===== src/ppi_pkg.sv =====
package ppi_pkg;
   // Register byte offsets
   localparam logic [7:0] OFS_P_DATA = 8'h18;
   localparam logic [7:0] OFS_P_DIR = 8'h1a;
   localparam logic [7:0] OFS_P_PWMSEL = 8'h1b;
   localparam logic [7:0] OFS_P_PULL_EN = 8'h1c;
   localparam logic [7:0] OFS_P_POL = 8'h1d;
   localparam logic [7:0] OFS_P_IRQ_EN = 8'h1e;
   localparam logic [7:0] OFS_P_IRQ_FLAG = 8'h1f;
   localparam logic [7:0] OFS_P_PIN_IN = 8'h19;
   localparam logic [7:0] OFS_AD_PULL_EN = 8'h34;
   localparam logic [7:0] OFS_AD_POL = 8'h35;
   localparam logic [7:0] OFS_AD_PIN_IN = 8'h36;
   // Reset values
   localparam logic [7:0] RST_ZERO = 8'h00;
   // Filter timing
   localparam int CLK_MHZ = 125;
   localparam int FILT_RUN_CLKS = 4;
   localparam real FILT_STOP_US = 10.0;
   localparam int FILT_STOP_CLKS = $rtoi(FILT_STOP_US * CLK_MHZ + 0.999);
   localparam int FILT_CNT_W = 11;

   typedef struct packed {
      logic [7:0] addr;
      logic [7:0] wdata;
      logic wr;
      logic rd;
   } ppi_bus_type;

   typedef struct packed {
      logic [7:0] out;
      logic [7:0] oe;
      logic [7:0] pull_up;
      logic [7:0] pull_down;
   } ppi_pad_type;
endpackage


===== src/ppi_port.sv =====
// Function
// - Port P pull only for input pins
// - Pulls disabled after reset, both ports
// - Polarity clear: falling edge, pull-up
// - Polarity set: rising edge, pull-down
// - Converter channel enabled blocks AD pull
// - AD polarity selects up or down
// - Reset: port P high-impedance inputs
// - Port P pins selectable as PWM outputs
// - Eight pin requests share one interrupt
// - Per-pin interrupt enable and edge select
// - Edges detected for inputs and outputs
// - Request when flag and enable both set
// - Pending interrupt wakes from stop, wait
// - Keypad wake-up on all eight pins
// - Run filter: accept four clocks or more
// - Stop filter: accept ten microseconds or more
`timescale 1ns/100ps
`default_nettype none
module ppi_port #(
   parameter int FILT_STOP_CLKS = ppi_pkg::FILT_STOP_CLKS
) (
   // Clock and reset
   input wire logic clk_i,
   input wire logic resetn_i,
   // Register port
   input wire ppi_pkg::ppi_bus_type bus_i,
   output logic [7:0] rdata_o,
   // Port P pads
   input wire logic [7:0] p_pin_i,
   input wire logic [7:0] pwm_i,
   output ppi_pkg::ppi_pad_type p_pad_o,
   // Port AD pads
   input wire logic [7:0] ad_pin_i,
   input wire logic [7:0] adc_chan_en_i,
   output logic [7:0] ad_pull_up_o,
   output logic [7:0] ad_pull_down_o,
   // Power state and interrupt
   input wire logic stop_mode_i,
   output logic irq_o,
   output logic wake_o
);
   ////////////////////////////////////////////////////////////////////////////
   typedef struct packed {
      logic [7:0] p_data;
      logic [7:0] p_dir;
      logic [7:0] p_pwmsel;
      logic [7:0] p_pull_en;
      logic [7:0] p_pol;
      logic [7:0] p_irq_en;
      logic [7:0] p_flag;
      logic [7:0] ad_pull_en;
      logic [7:0] ad_pol;
      logic [7:0] p_s1;
      logic [7:0] p_s2;
      logic [7:0] p_s3;
      logic [7:0] a_s1;
      logic [7:0] a_s2;
      logic [7:0] a_s3;
      logic [7:0] p_filt;
      logic [7:0][ppi_pkg::FILT_CNT_W-1:0] cnt;
      logic [7:0] rdata;
      ppi_pkg::ppi_pad_type pad;
      logic [7:0] ad_pu;
      logic [7:0] ad_pd;
      logic irq;
      logic wake;
   } ppi_state_type;

   ppi_state_type state_reg;
   ppi_state_type state_next;

   ////////////////////////////////////////////////////////////////////////////
   logic [7:0] p_pin_out;
   logic [7:0] edge_hit;
   logic [ppi_pkg::FILT_CNT_W-1:0] thresh;

   always_comb begin
      state_next = state_reg;
      p_pin_out = 8'h00;
      edge_hit = 8'h00;
      thresh = stop_mode_i ? FILT_STOP_CLKS[ppi_pkg::FILT_CNT_W-1:0] :
         ppi_pkg::FILT_RUN_CLKS[ppi_pkg::FILT_CNT_W-1:0];

      // Pin synchronisers, change counts once stages two and three agree
      state_next.p_s1 = p_pin_i;
      state_next.p_s2 = state_reg.p_s1;
      state_next.p_s3 = state_reg.p_s2;
      state_next.a_s1 = ad_pin_i;
      state_next.a_s2 = state_reg.a_s1;
      state_next.a_s3 = state_reg.a_s2;

      // Glitch filter and edge detect per pin, any direction
      for (int i = 0; i < 8; i++) begin
         if (state_reg.p_s2[i] != state_reg.p_s3[i]) begin
            state_next.cnt[i] = '0;
         end else if (state_reg.p_s3[i] == state_reg.p_filt[i]) begin
            state_next.cnt[i] = '0;
         end else if (state_reg.cnt[i] + 11'h001 >= thresh - 11'h001) begin
            // Stable level reached threshold: accept the edge
            state_next.p_filt[i] = state_reg.p_s3[i];
            state_next.cnt[i] = '0;
            edge_hit[i] = (state_reg.p_s3[i] == state_reg.p_pol[i]);
         end else begin
            state_next.cnt[i] = state_reg.cnt[i] + 11'h001;
         end
      end

      // Register writes
      if (bus_i.wr) begin
         case (bus_i.addr)
            ppi_pkg::OFS_P_DATA: state_next.p_data = bus_i.wdata;
            ppi_pkg::OFS_P_DIR: state_next.p_dir = bus_i.wdata;
            ppi_pkg::OFS_P_PWMSEL: state_next.p_pwmsel = bus_i.wdata;
            ppi_pkg::OFS_P_PULL_EN: state_next.p_pull_en = bus_i.wdata;
            ppi_pkg::OFS_P_POL: state_next.p_pol = bus_i.wdata;
            ppi_pkg::OFS_P_IRQ_EN: state_next.p_irq_en = bus_i.wdata;
            ppi_pkg::OFS_P_IRQ_FLAG: state_next.p_flag = state_reg.p_flag & ~bus_i.wdata;
            ppi_pkg::OFS_AD_PULL_EN: state_next.ad_pull_en = bus_i.wdata;
            ppi_pkg::OFS_AD_POL: state_next.ad_pol = bus_i.wdata;
            default: state_next.p_data = state_reg.p_data;
         endcase
      end
      // Set wins over a same-cycle clear
      state_next.p_flag = state_next.p_flag | edge_hit;

      // Read data, valid the cycle after the strobe
      state_next.rdata = 8'h00;
      if (bus_i.rd) begin
         case (bus_i.addr)
            ppi_pkg::OFS_P_DATA: state_next.rdata = state_reg.p_data;
            ppi_pkg::OFS_P_PIN_IN: state_next.rdata = state_reg.p_s3;
            ppi_pkg::OFS_P_DIR: state_next.rdata = state_reg.p_dir;
            ppi_pkg::OFS_P_PWMSEL: state_next.rdata = state_reg.p_pwmsel;
            ppi_pkg::OFS_P_PULL_EN: state_next.rdata = state_reg.p_pull_en;
            ppi_pkg::OFS_P_POL: state_next.rdata = state_reg.p_pol;
            ppi_pkg::OFS_P_IRQ_EN: state_next.rdata = state_reg.p_irq_en;
            ppi_pkg::OFS_P_IRQ_FLAG: state_next.rdata = state_reg.p_flag;
            ppi_pkg::OFS_AD_PULL_EN: state_next.rdata = state_reg.ad_pull_en;
            ppi_pkg::OFS_AD_POL: state_next.rdata = state_reg.ad_pol;
            ppi_pkg::OFS_AD_PIN_IN: state_next.rdata = state_reg.a_s3;
            default: state_next.rdata = 8'h00;
         endcase
      end

      // Pad drive
      for (int i = 0; i < 8; i++) begin
         p_pin_out[i] = state_reg.p_pwmsel[i] ? pwm_i[i] : state_reg.p_data[i];
      end
      state_next.pad.out = p_pin_out;
      state_next.pad.oe = state_reg.p_dir | state_reg.p_pwmsel;
      state_next.pad.pull_up = state_reg.p_pull_en & ~state_next.pad.oe
         & ~state_reg.p_pol;
      state_next.pad.pull_down = state_reg.p_pull_en & ~state_next.pad.oe
         & state_reg.p_pol;
      state_next.ad_pu = state_reg.ad_pull_en & ~adc_chan_en_i & ~state_reg.ad_pol;
      state_next.ad_pd = state_reg.ad_pull_en & ~adc_chan_en_i & state_reg.ad_pol;

      state_next.irq = |(state_next.p_flag & state_next.p_irq_en);
      state_next.wake = state_next.irq;
   end

   ////////////////////////////////////////////////////////////////////////////
   always_ff @(posedge clk_i) begin
      if (!resetn_i) begin
         state_reg <= '0;
      end else begin
         state_reg <= state_next;
      end
   end

   assign rdata_o = state_reg.rdata;
   assign p_pad_o = state_reg.pad;
   assign ad_pull_up_o = state_reg.ad_pu;
   assign ad_pull_down_o = state_reg.ad_pd;
   assign irq_o = state_reg.irq;
   assign wake_o = state_reg.wake;
endmodule
`default_nettype wire


===== config.mk =====
export PLATFORM = sky130hd
export DESIGN_NAME = ppi_port
export DESIGN_NICKNAME = d
export VERILOG_FILES = /design/src/ppi_pkg.sv /design/src/ppi_port.sv
export SDC_FILE = /design/constraint.sdc
export NUM_CORES = 1
export LEC_CHECK = 0
export BUFFER_PORTS_ARGS = -buffer_cell sky130_fd_sc_hd__buf_2
export CORE_MARGIN = 2
export CORE_UTILIZATION = 25
export CTS_CLUSTER_DIAMETER = 40
export DETAILED_ROUTE_END_ITERATION = 10
export PLACE_DENSITY_LB_ADDON = 0.15
export REMOVE_ABC_BUFFERS = 1
export SLEW_MARGIN = 5
export SYNTH_ARGS = -nofsm -noshare
export SYNTH_HDL_FRONTEND = slang
export SYNTH_SLANG_ARGS = --single-unit

===== constraint.sdc =====
create_clock -name clk_i -period 3.75 [get_ports clk_i]
set_input_delay 0.1875 -clock clk_i [delete_from_list [all_inputs] [get_ports clk_i]]
set_output_delay 0.1875 -clock clk_i [all_outputs]
set_load 0.02 [all_outputs]

==> flow_summary.yaml, run 1 <==
sta:
  relSlewSlack_pct: 37.6
  fin_crit_ns: 3.33
  tightest_slew_ns: 0.936
  fin_crit_sh_pct: 88.8
  fmax_mhz: 300
  maxSlewViolCount: 0
  finalSetupTns_ns: 0
  hold_viol: 0
  fin_skew_ns: 0.0199
  rsz0062_at_grt: "false"
  finalSetupViolCount: 0
placement:
  dp_hpwl_mm: 24.6
  gp_congestion: 0.768
  portBuffers: 110
  postPlaceCellArea_mm2: 0.0136
  placed_cells: 2091
final_layout:
  layout-drive-gt1-share_pct: 16.6
  diodes: 0
  final_area_mm2: 0.0160
  area_delta_synth_final_pct: 25.8
  utilization_pct: 31.9
  fin_cells: 2233
  largest_reg_flops: 184
  layout.nets: 1617
yosys:
  postSynthCellCount: 1407
  synth-seq-area-share_pct: 43.0
  synth.most_common_cell: "dfxtp_1"
  synth_area_mm2: 0.0127
  synthTopCellsByArea: "dfxtp_1, mux2i_1, nor2_1, ha_1, buf_4"
  synthArstFlopShare_pct: 0
  synthTopCellsByCount: "dfxtp_1, nor2_1, nand2_1"
  synth_top_area_cell: "dfxtp_1"
  ys_warn_count: 0
  avgSynthCellArea_um2: 9.04
  synthFlopType: "dfxtp_1"
  ys_ff_latch: 273
  synth_edf_count: 0
  synth.top_cell.area_share_pct: 43.0
  ys_types: 68
detailed_routing:
  dr.pass1.iters: 5
  drc: 0
  vias: 10100
  wl_per_cell_um: 16.0
  drtIter0Drc: 389
  ant_nets: 0
  vias_per_cell: 4.51
  finalWirelength_mm: 35.7
floorplan:
  core.rowCount: 82
  num_io_pins: 111
  die_w_um: 230
  die-area_mm2: 0.0527
  start_util_pct: 25.4
  coreArea_mm2: 0.0502
  die_h_um: 230
critical_path:
  critPathKind: "flop to flop"
  arrival_ns: 3.84
  crit_start: "state_reg[135]"
  worstRegToRegCells: 11
  required_ns: 4.26
  end_kind: "flop"
  path_max_fanout: 11
  cp_cell_sequence: "ha_1 > and4_1 > nand3_1 > xnor2_1 > ha_1 > nor4_1 > nand3_1 > or4_1 > a32oi_1 > nand3_1 > nor2b_1"
  cp-start-kind: "flop"
  critical_path.max_stage_delay_ns: 0.48
  slowest_stage: "or4_1"
  r2r-start: "state_reg[135]"
  cpMostUsedCell: "nand3_1"
power_and_ir_drop:
  p_comb_share_pct: 3.0
  intPower_uw: 6520
  seqPwrFrac_pct: 35.1
  power.switching_uw: 1860
  p_sw_share_pct: 22.2
  clkPwrFrac_pct: 61.9
  p_leak_uw: 0.00627
  peakVddDrop_mv: 0.320
  p_per_area_mw_per_mm2: 524
  p_total_uw: 8390
global_route:
  grt_overflow: 0
  grt_pass1_wl_mm: 56.3
  grtUsageTotal_pct: 13.6
  grt_pass1_vias: 9958
  grt_max_degree: 77
  antenna_found_initial: 0
worst_hold_path:
  hold_depth: 3
  hold_class: "primary input to flop"
  hp-start: "pwm_i[2]"
status:
  outcome: "finished, final reports clean"
cts:
  ctsRootBufferMaster: "clkbuf_16"
  cts_buffers: 55
  cts_tree: "done"
  cts.htree.levels: 2
  cts_setup_buffers: 0
  post_cts_resized: 0
  postCtsHoldBufs: 40
  clk_pin_slew_ns: 0.05
  numClockSinks: 273
  clk_latency_ns: 0.59
  clock_path_buffers: 3
job:
  max_cap_viol_count: 0
[placed cells by master, fill, tap and decap left out, drive strengths merged, types with 19 or more instances in the layout]
master and instances:
a21oi 48, and2 56, and3 19, buf 134, clkbuf 66, dfxtp 273, dlygate4sd3 40, ha 48
inv 27, mux2i 73, nand2 110, nand3 61, nor2 190, nor2b 45, o21ai 50, xnor2 39
xor2 40
[power groups by stage]
stage                     registers [µW]  logic (µW)  clock network [µW]
after global routing                2940         283                5480
after CTS                           2940         262                5340
final                               2940         255                5190
after global placement              3000         227                   0
after floorplan                     2990        92.0                   0
after detailed placement            3000         230                   0
[final timing paths]
kind / endpoint / slack [ns]
max: state_reg[145] / 0.42
min: p_pad_o[26] / 0.04
max reg2reg: state_reg[145] / 0.42
min reg2reg: state_next[156] / 0.43
[through the flow]
| step | hold WS, ns | setup WS (ns) |
|---|---|---|
| 2_1_floorplan | 0.267 | 0.917 |
| 3_3_place_gp | 0.372 | 0.451 |
| 3_5_place_dp | 0.370 | 0.392 |
| 4_1_cts | 0.00263 | 0.386 |
| 5_1_grt | 0.0198 | 0.0242 |
| 6_report | 0.0412 | 0.419 |
[final cells by class]
cell class | instances | area, µm²
well taps | 672 | 841
clock buffers | 66 | 1470
clock inverters | 36 | 507
multi-input cells | 989 | 6490
inverters | 23 | 88.8
flip-flops and latches | 273 | 5470
fillers | 5285 | 34200
repair buffers | 174 | 1150
[worst max-delay path, delay by kind of cell, from the launching register on]
family | cells | cell delay [ns]
adders and majority gates | 2 | 0.49
AOI/OAI and AO/OA | 1 | 0.35
DFF | 1 | 0.39
and+or+nand+nor | 7 | 1.88
xor gates and xnor gates | 1 | 0.15
[cells by family (layout without fill, tap and decap cells)]
family,Yosys count,in the layout,share of synthesized area (%)
buffers and inverters,145,299,6.07
XOR/XNOR,79,79,5.44
AO/OA/AOI/OAI,186,186,9.44
AND/OR/NAND/NOR,587,587,23.4
multiplexers,89,89,7.96
adder cells (fa/ha/maj),48,48,4.72
flip-flops,273,273,43.0
[layer usage]
metal  global-route usage, %  part of all wire (%)  vias to the layer above
met5                       0                     0                        -
met4                    4.28                   2.3                        0
met3                    2.86                   3.8                       59
met2                    22.6                    47                      170
met1                    17.6                    47                     4752
li1                        -                     -                     5079
Note: power is estimated with default switching activity, not from simulation.
==> run 2: changes to the inputs <==
--- a/config.mk
+++ b/config.mk
@@ -6,7 +6,7 @@
 export NUM_CORES = 1
 export LEC_CHECK = 0
 export BUFFER_PORTS_ARGS = -buffer_cell sky130_fd_sc_hd__buf_2
-export CORE_MARGIN = 2
+export CORE_MARGIN = 5
 export CORE_UTILIZATION = 25
 export CTS_CLUSTER_DIAMETER = 40
 export DETAILED_ROUTE_END_ITERATION = 10
==> run 2 against run 1 <==
  * Clock power up 8.3%
  * Fmax is 0.75% higher
  * Count of clock-buffer cells in the layout rose by 1
==> flow_summary.yaml, run 2 (synthesis gave the netlist of run 1 again) <==
detailed_routing:
  drc: 0
  drtIter0Drc: 545
  dr.pass1.iters: 6
  wl_per_cell_um: 16.0
  vias_per_cell: 4.56
  vias: 10200
  finalWirelength_mm: 35.8
  ant_nets: 0
floorplan:
  num_io_pins: 111
  coreArea_mm2: 0.0503
  die-area_mm2: 0.0555
  core.rowCount: 82
  die_w_um: 236
  die_h_um: 236
  start_util_pct: 25.3
final_layout:
  layout.nets: 1618
  register_area_mm2: 0.00547
  layout-drive-gt1-share_pct: 17.3
  largest_reg_flops: 184
  utilization_pct: 32.2
  fin_cells: 2242
  area_delta_synth_final_pct: 27.2
  layout_common_cells: "dfxtp_1, nor2_1, nand2_1"
  num-fill-cells: 5259
  multi_input_area_mm2: 0.00649
  final_common_cell: "dfxtp_1"
global_route:
  antenna_found_initial: 1
  grt_overflow: 0
  grt_max_degree: 63
  grt_pass1_wl_mm: 56.7
  grtUsageTotal_pct: 12.6
  grt_pass1_vias: 10100
sta:
  maxSlewViolCount: 0
  fin_crit_sh_pct: 88.1
  finalSetupTns_ns: 0
  setup_ws_ns: 0.444
  tightest_slew_ns: 0.808
  relSlewSlack_pct: 46.1
  fmax_mhz: 303
  fin_crit_ns: 3.31
  fin_skew_ns: 0.0235
  rsz0062_at_grt: "false"
  whs_ns: 0.147
  hold_viol: 0
  finalSetupViolCount: 0
power_and_ir_drop:
  clkPwrFrac_pct: 63.8
  p_per_area_mw_per_mm2: 545
  power.switching_uw: 2000
  p_sw_share_pct: 22.7
  p_comb_share_pct: 2.9
  p_leak_uw: 0.00637
  peakVddDrop_mv: 0.317
  intPower_uw: 6820
  seqPwrFrac_pct: 33.4
job:
  max_cap_viol_count: 0
worst_hold_path:
  hold_depth: 3
  hp-start: "bus_i[0]"
  hold_end: "rdata_o[1]"
  hold_class: "primary input to flop"
critical_path:
  path_max_fanout: 11
  r2r_slack_ns: 0.44
  required_ns: 4.26
  arrival_ns: 3.82
  critPathKind: "flop to flop"
  r2r-start: "state_reg[135]"
  end_kind: "flop"
  worstRegToRegCells: 11
  rr_endpoint: "state_reg[140]"
  cp-start-kind: "flop"
cts:
  cts_setup_buffers: 0
  numClockSinks: 273
  clk_latency_ns: 0.60
  cts_buffers: 60
  ctsRootBufferMaster: "clkbuf_16"
  clock_path_buffers: 3
  cts.htree.levels: 2
  cts_tree: "done"
  clk_pin_slew_ns: 0.05
placement:
  placed_cells: 2087
  pre_cts_ws_ns: 0.432
  gp_congestion: 0.803
  dp_hpwl_mm: 24.9
  portBuffers: 110
status:
  outcome: "finished, final reports clean"
run 2: cell count changes in the layout (fill, tap and decap cells not counted), sizes merged:
| cell | before | now |
|---|---|---|
| clkinvlp | 8 | 5 |
| diode | 0 | 1 |
| clkinv | 14 | 17 |
| inv | 27 | 38 |
| clkbuf | 66 | 67 |
| buf | 134 | 130 |
run 2: power by group through the flow:
stage          logic [µW]  registers (µW)  clock network, µW
3_5_place_dp          226            3000                  0
3_3_place_gp          226            3000                  0
6_report              254            2940               5620
2_1_floorplan        92.0            2990                  0
4_1_cts               260            2940               5790
5_1_grt               283            2940               5950
run 2: metal layers:
layer  vias to the layer above  GRT usage, %  part of all wire, %  routed length [µm]
met5                         -             0                0.036                  13
met4                         2          4.71                  2.9                1030
met3                        67          2.75                  4.3                1550
met2                       185          20.3                   46               16500
met1                      4852          16.5                   47               16700
li1                       5108             -                    -                   -
run 2: area by class of cell:
cell class	instances	area share, %
diodes	1	0.0155
clock buffers	67	9.83
clock inverters	47	3.68
inverters	23	0.549
multi-input cells	989	40.1
flip-flops and latches	273	33.8
well taps	672	5.20
repair buffers	170	6.82
run 2: what timing repair did:
action	in CTS	in global routing
resized for setup	0	0
hold buffers	40	0
endpoints found under the hold margin	85	0
run 2: critical path, stage by stage, from the launching register on:
cell and delay (ns):
dfxtp_1 0.38, ha_1 0.26, and4_1 0.29, nand3_1 0.11, xnor2_1 0.15, ha_1 0.23
nor4_1 0.18, nand3_1 0.15, or4_1 0.48, a32oi_1 0.34, nand3_1 0.42, nor2b_1 0.23
run 2: worst max path at each step:
stage,start,cells past startpoint,to,slack (ns)
after CTS,state_reg[135],11,state_reg[140],0.39
after global placement,state_reg[135],11,state_reg[145],0.42
after detailed placement,state_reg[135],11,state_reg[145],0.43
after global routing,state_reg[135],11,state_reg[143],0.03
final,state_reg[135],11,state_reg[140],0.44
after floorplan,resetn_i,3,state_reg[134],0.92
run 2: metrics by stage:
step / area (µm²) / power [µW]
floorplan: 12000 / 3090
global placement: 13600 / 3220
detailed placement: 13600 / 3230
CTS: 16200 / 8990
global route: 16200 / 9170
finish: 16200 / 8820
==> run 3: changes to the inputs <==
--- a/config.mk
+++ b/config.mk
@@ -5,6 +5,7 @@
 export SDC_FILE = /design/constraint.sdc
 export NUM_CORES = 1
 export LEC_CHECK = 0
+export ABC_AREA = 1
 export BUFFER_PORTS_ARGS = -buffer_cell sky130_fd_sc_hd__buf_2
 export CORE_MARGIN = 5
 export CORE_UTILIZATION = 25
==> run 3 against run 2 <==
  * Sequential power is essentially flat
  * Critical path depth rose by 3
  * Cell area down 2.9%
  * Fmax is 12% higher
  * Count of clock-buffer cells in the layout fell by 2
  * Final cell count increased by 13%
  * First-iteration DRC count decreased by 6.2%
  * Largest cell class is now registers
  * Critical path type unchanged
==> flow_summary.yaml, run 3 <==
sta:
  fin_crit_sh_pct: 78.4
  finalSetupViolCount: 0
  fin_crit_ns: 2.94
  maxSlewViolCount: 0
  fmax_mhz: 340
  setup_ws_ns: 0.811
  rsz0062_at_grt: "false"
  finalSetupTns_ns: 0
  relSlewSlack_pct: 44.2
  tightest_slew_ns: 0.835
  whs_ns: 0.0619
  hold_viol: 0
  fin_skew_ns: 0.0220
yosys:
  synth.most_common_cell: "nand2_1"
  synth.top_cell.area_share_pct: 43.7
  synth-seq-area-share_pct: 43.7
  avgSynthCellArea_um2: 7.34
  ys_types: 40
  synthTopCellsByCount: "nand2_1, dfxtp_1, inv_1"
  synth_area_mm2: 0.0125
  synth_top_area_cell: "dfxtp_1"
  synthArstFlopShare_pct: 0
  synth_edf_count: 0
  ys_warn_count: 0
  synthFlopType: "dfxtp_1"
  postSynthCellCount: 1704
  synthTopCellsByArea: "dfxtp_1, nand2_1, inv_1, nor2_1, ha_1"
  ys_ff_latch: 273
critical_path:
  arrival_ns: 3.43
  worstRegToRegCells: 14
  crit_cells: 14
  rr_endpoint: "state_reg[61]"
  cp-start-kind: "flop"
  required_ns: 4.24
  critical-path-top-delay-family: "simple AND/OR/NAND/NOR gates"
  cpMostUsedCell: "nor2_1"
  slowest_stage: "nand4_1"
  crit_start: "state_reg[58]"
  cp_num_buf_inv: 1
  path_max_fanout: 11
  r2r-start: "state_reg[58]"
  crit_end: "state_reg[61]"
  r2r_slack_ns: 0.81
  end_kind: "flop"
  cp_cell_sequence: "ha_1 > nand3_1 > nor3b_1 > nand3_1 > xor2_1 > inv_1 > ha_1 > nor2_1 > nand3_1 > nor2_1 > nor2_1 > nor2_1 > nand4_1 > a21oi_1"
  critical_path.max_stage_delay_ns: 0.42
  critPathKind: "flop to flop"
job:
  max_cap_viol_count: 0
worst_hold_path:
  hold_class: "primary input to flop"
cts:
  cts_setup_buffers: 0
  numClockSinks: 273
  clock_path_buffers: 3
  cts_tree: "done"
  clk_latency_ns: 0.58
  cts.htree.levels: 2
  clk_pin_slew_ns: 0.05
  cts_buffers: 54
  ctsRootBufferMaster: "clkbuf_16"
final_layout:
  layout_common_cells: "nand2_1, dfxtp_1, inv_1"
  layout.nets: 1927
  layout-drive-gt1-share_pct: 12.4
  largest_reg_flops: 184
  area_delta_synth_final_pct: 25.5
  num-fill-cells: 5398
  final_common_cell: "nand2_1"
power_and_ir_drop:
  p_leak_uw: 0.00724
  peakVddDrop_mv: 0.261
  p_per_area_mw_per_mm2: 518
detailed_routing:
  vias_per_cell: 4.22
  wl_per_cell_um: 14.1
  vias: 10700
  finalWirelength_mm: 35.8
  dr.pass1.iters: 5
  drc: 0
  drtIter0Drc: 511
  ant_nets: 0
placement:
  pre_cts_ws_ns: 0.750
  portBuffers: 110
  dp_hpwl_mm: 25.9
  gp_congestion: 0.801
floorplan:
  start_util_pct: 25.1
  die-area_mm2: 0.0546
  coreArea_mm2: 0.0499
  num_io_pins: 111
  core.rowCount: 82
  die_h_um: 234
  die_w_um: 234
global_route:
  antenna_found_initial: 5
  grt_pass1_vias: 10500
  grt_pass1_wl_mm: 56.8
  grtUsageTotal_pct: 13.1
  grt_max_degree: 45
  grt_overflow: 0
status:
  outcome: "finished, final reports clean"
==> run 3: changes by cell type after synthesis, sizes merged, moves of 34 or more <==
cell / before / now
nor2b: 45 / 0
mux2i: 73 / 0
nor2: 190 / 256
inv: 22 / 266
nand2: 110 / 316
a21oi: 48 / 102
and2: 56 / 0
nand3: 61 / 95
==> run 3: how the worst min path moves through the flow <==
stage | cells after the start | start | to | slack [ns]
3_3_place_gp | 3 | ad_pin_i[4] | state_next[166] | 0.37
3_5_place_dp | 3 | ad_pin_i[4] | state_next[166] | 0.37
6_report | 3 | pwm_i[7] | p_pad_o[31] | 0.06
2_1_floorplan | 2 | resetn_i | state_next[154] | 0.28
4_1_cts | 3 | pwm_i[7] | p_pad_o[31] | 0.04
5_1_grt | 3 | pwm_i[7] | p_pad_o[31] | 0.09
==> run 3: kinds of logic after synthesis <==
kind of cell	count (synthesis)	synth area share [%]
flip-flops	273	43.7
XOR/XNOR	47	3.29
buffers and inverters	361	12.6
AO/OA/AOI/OAI	245	11.3
adder cells (fa/ha/maj)	48	4.80
AND/OR/NAND/NOR	730	24.3
==> run 3: power breakdown <==
group / total, µW / leakage (µW) / internal (µW) / switching, µW
Combinational: 269 / 0.00413 / 107 / 162
Sequential: 2950 / 0.00221 / 2930 / 14.1
Clock: 4930 / 0.000901 / 3260 / 1660
Total: 8140 / 0.00724 / 6300 / 1840
==> run 3: what timing repair did <==
action                                  4_1_cts  5_1_grt
endpoints found under the hold margin        61        0
endpoints found under the setup margin        0        0
resized for setup                             0        0
hold buffers                                 41        0
==> run 3: layer usage <==
layer | GRT usage [%] | wire [µm] | up-vias
met4 | 5.65 | 1360 | 2
met3 | 3.00 | 2080 | 92
li1 | - | - | 5638
met1 | 18.0 | 17400 | 4772
met2 | 19.7 | 14900 | 244
met5 | 0 | 7 | -
==> run 3: area by class of cell <==
class	count	area, µm²	area share (%)
inverter	267	1000	6.38
clock inverter	33	402	2.56
tap	672	841	5.35
multi-input combinational	1070	5460	34.8
timing repair buffer	160	1060	6.72
clock buffer	65	1460	9.32
sequential	273	5470	34.8
antenna	4	10.0	0.0637
==> run 3: worst min-delay path, stage by stage <==
cell     delay (ns)
buf_2          0.13
o21ai_0        0.15
a21oi_1        0.09
==> run 3: stage by stage <==
step | utilization [%] | cell area, µm² | std cells | total power [µW]
2_1_floorplan | - | 11900 | 1610 | 3120
3_3_place_gp | 26.9 | 13400 | 2401 | 3240
5_1_grt | 31.5 | 15700 | 2541 | 8470
6_report | 31.5 | 15700 | 2544 | 8140
4_1_cts | 31.5 | 15700 | 2540 | 8280
3_5_place_dp | 26.9 | 13400 | 2401 | 3250
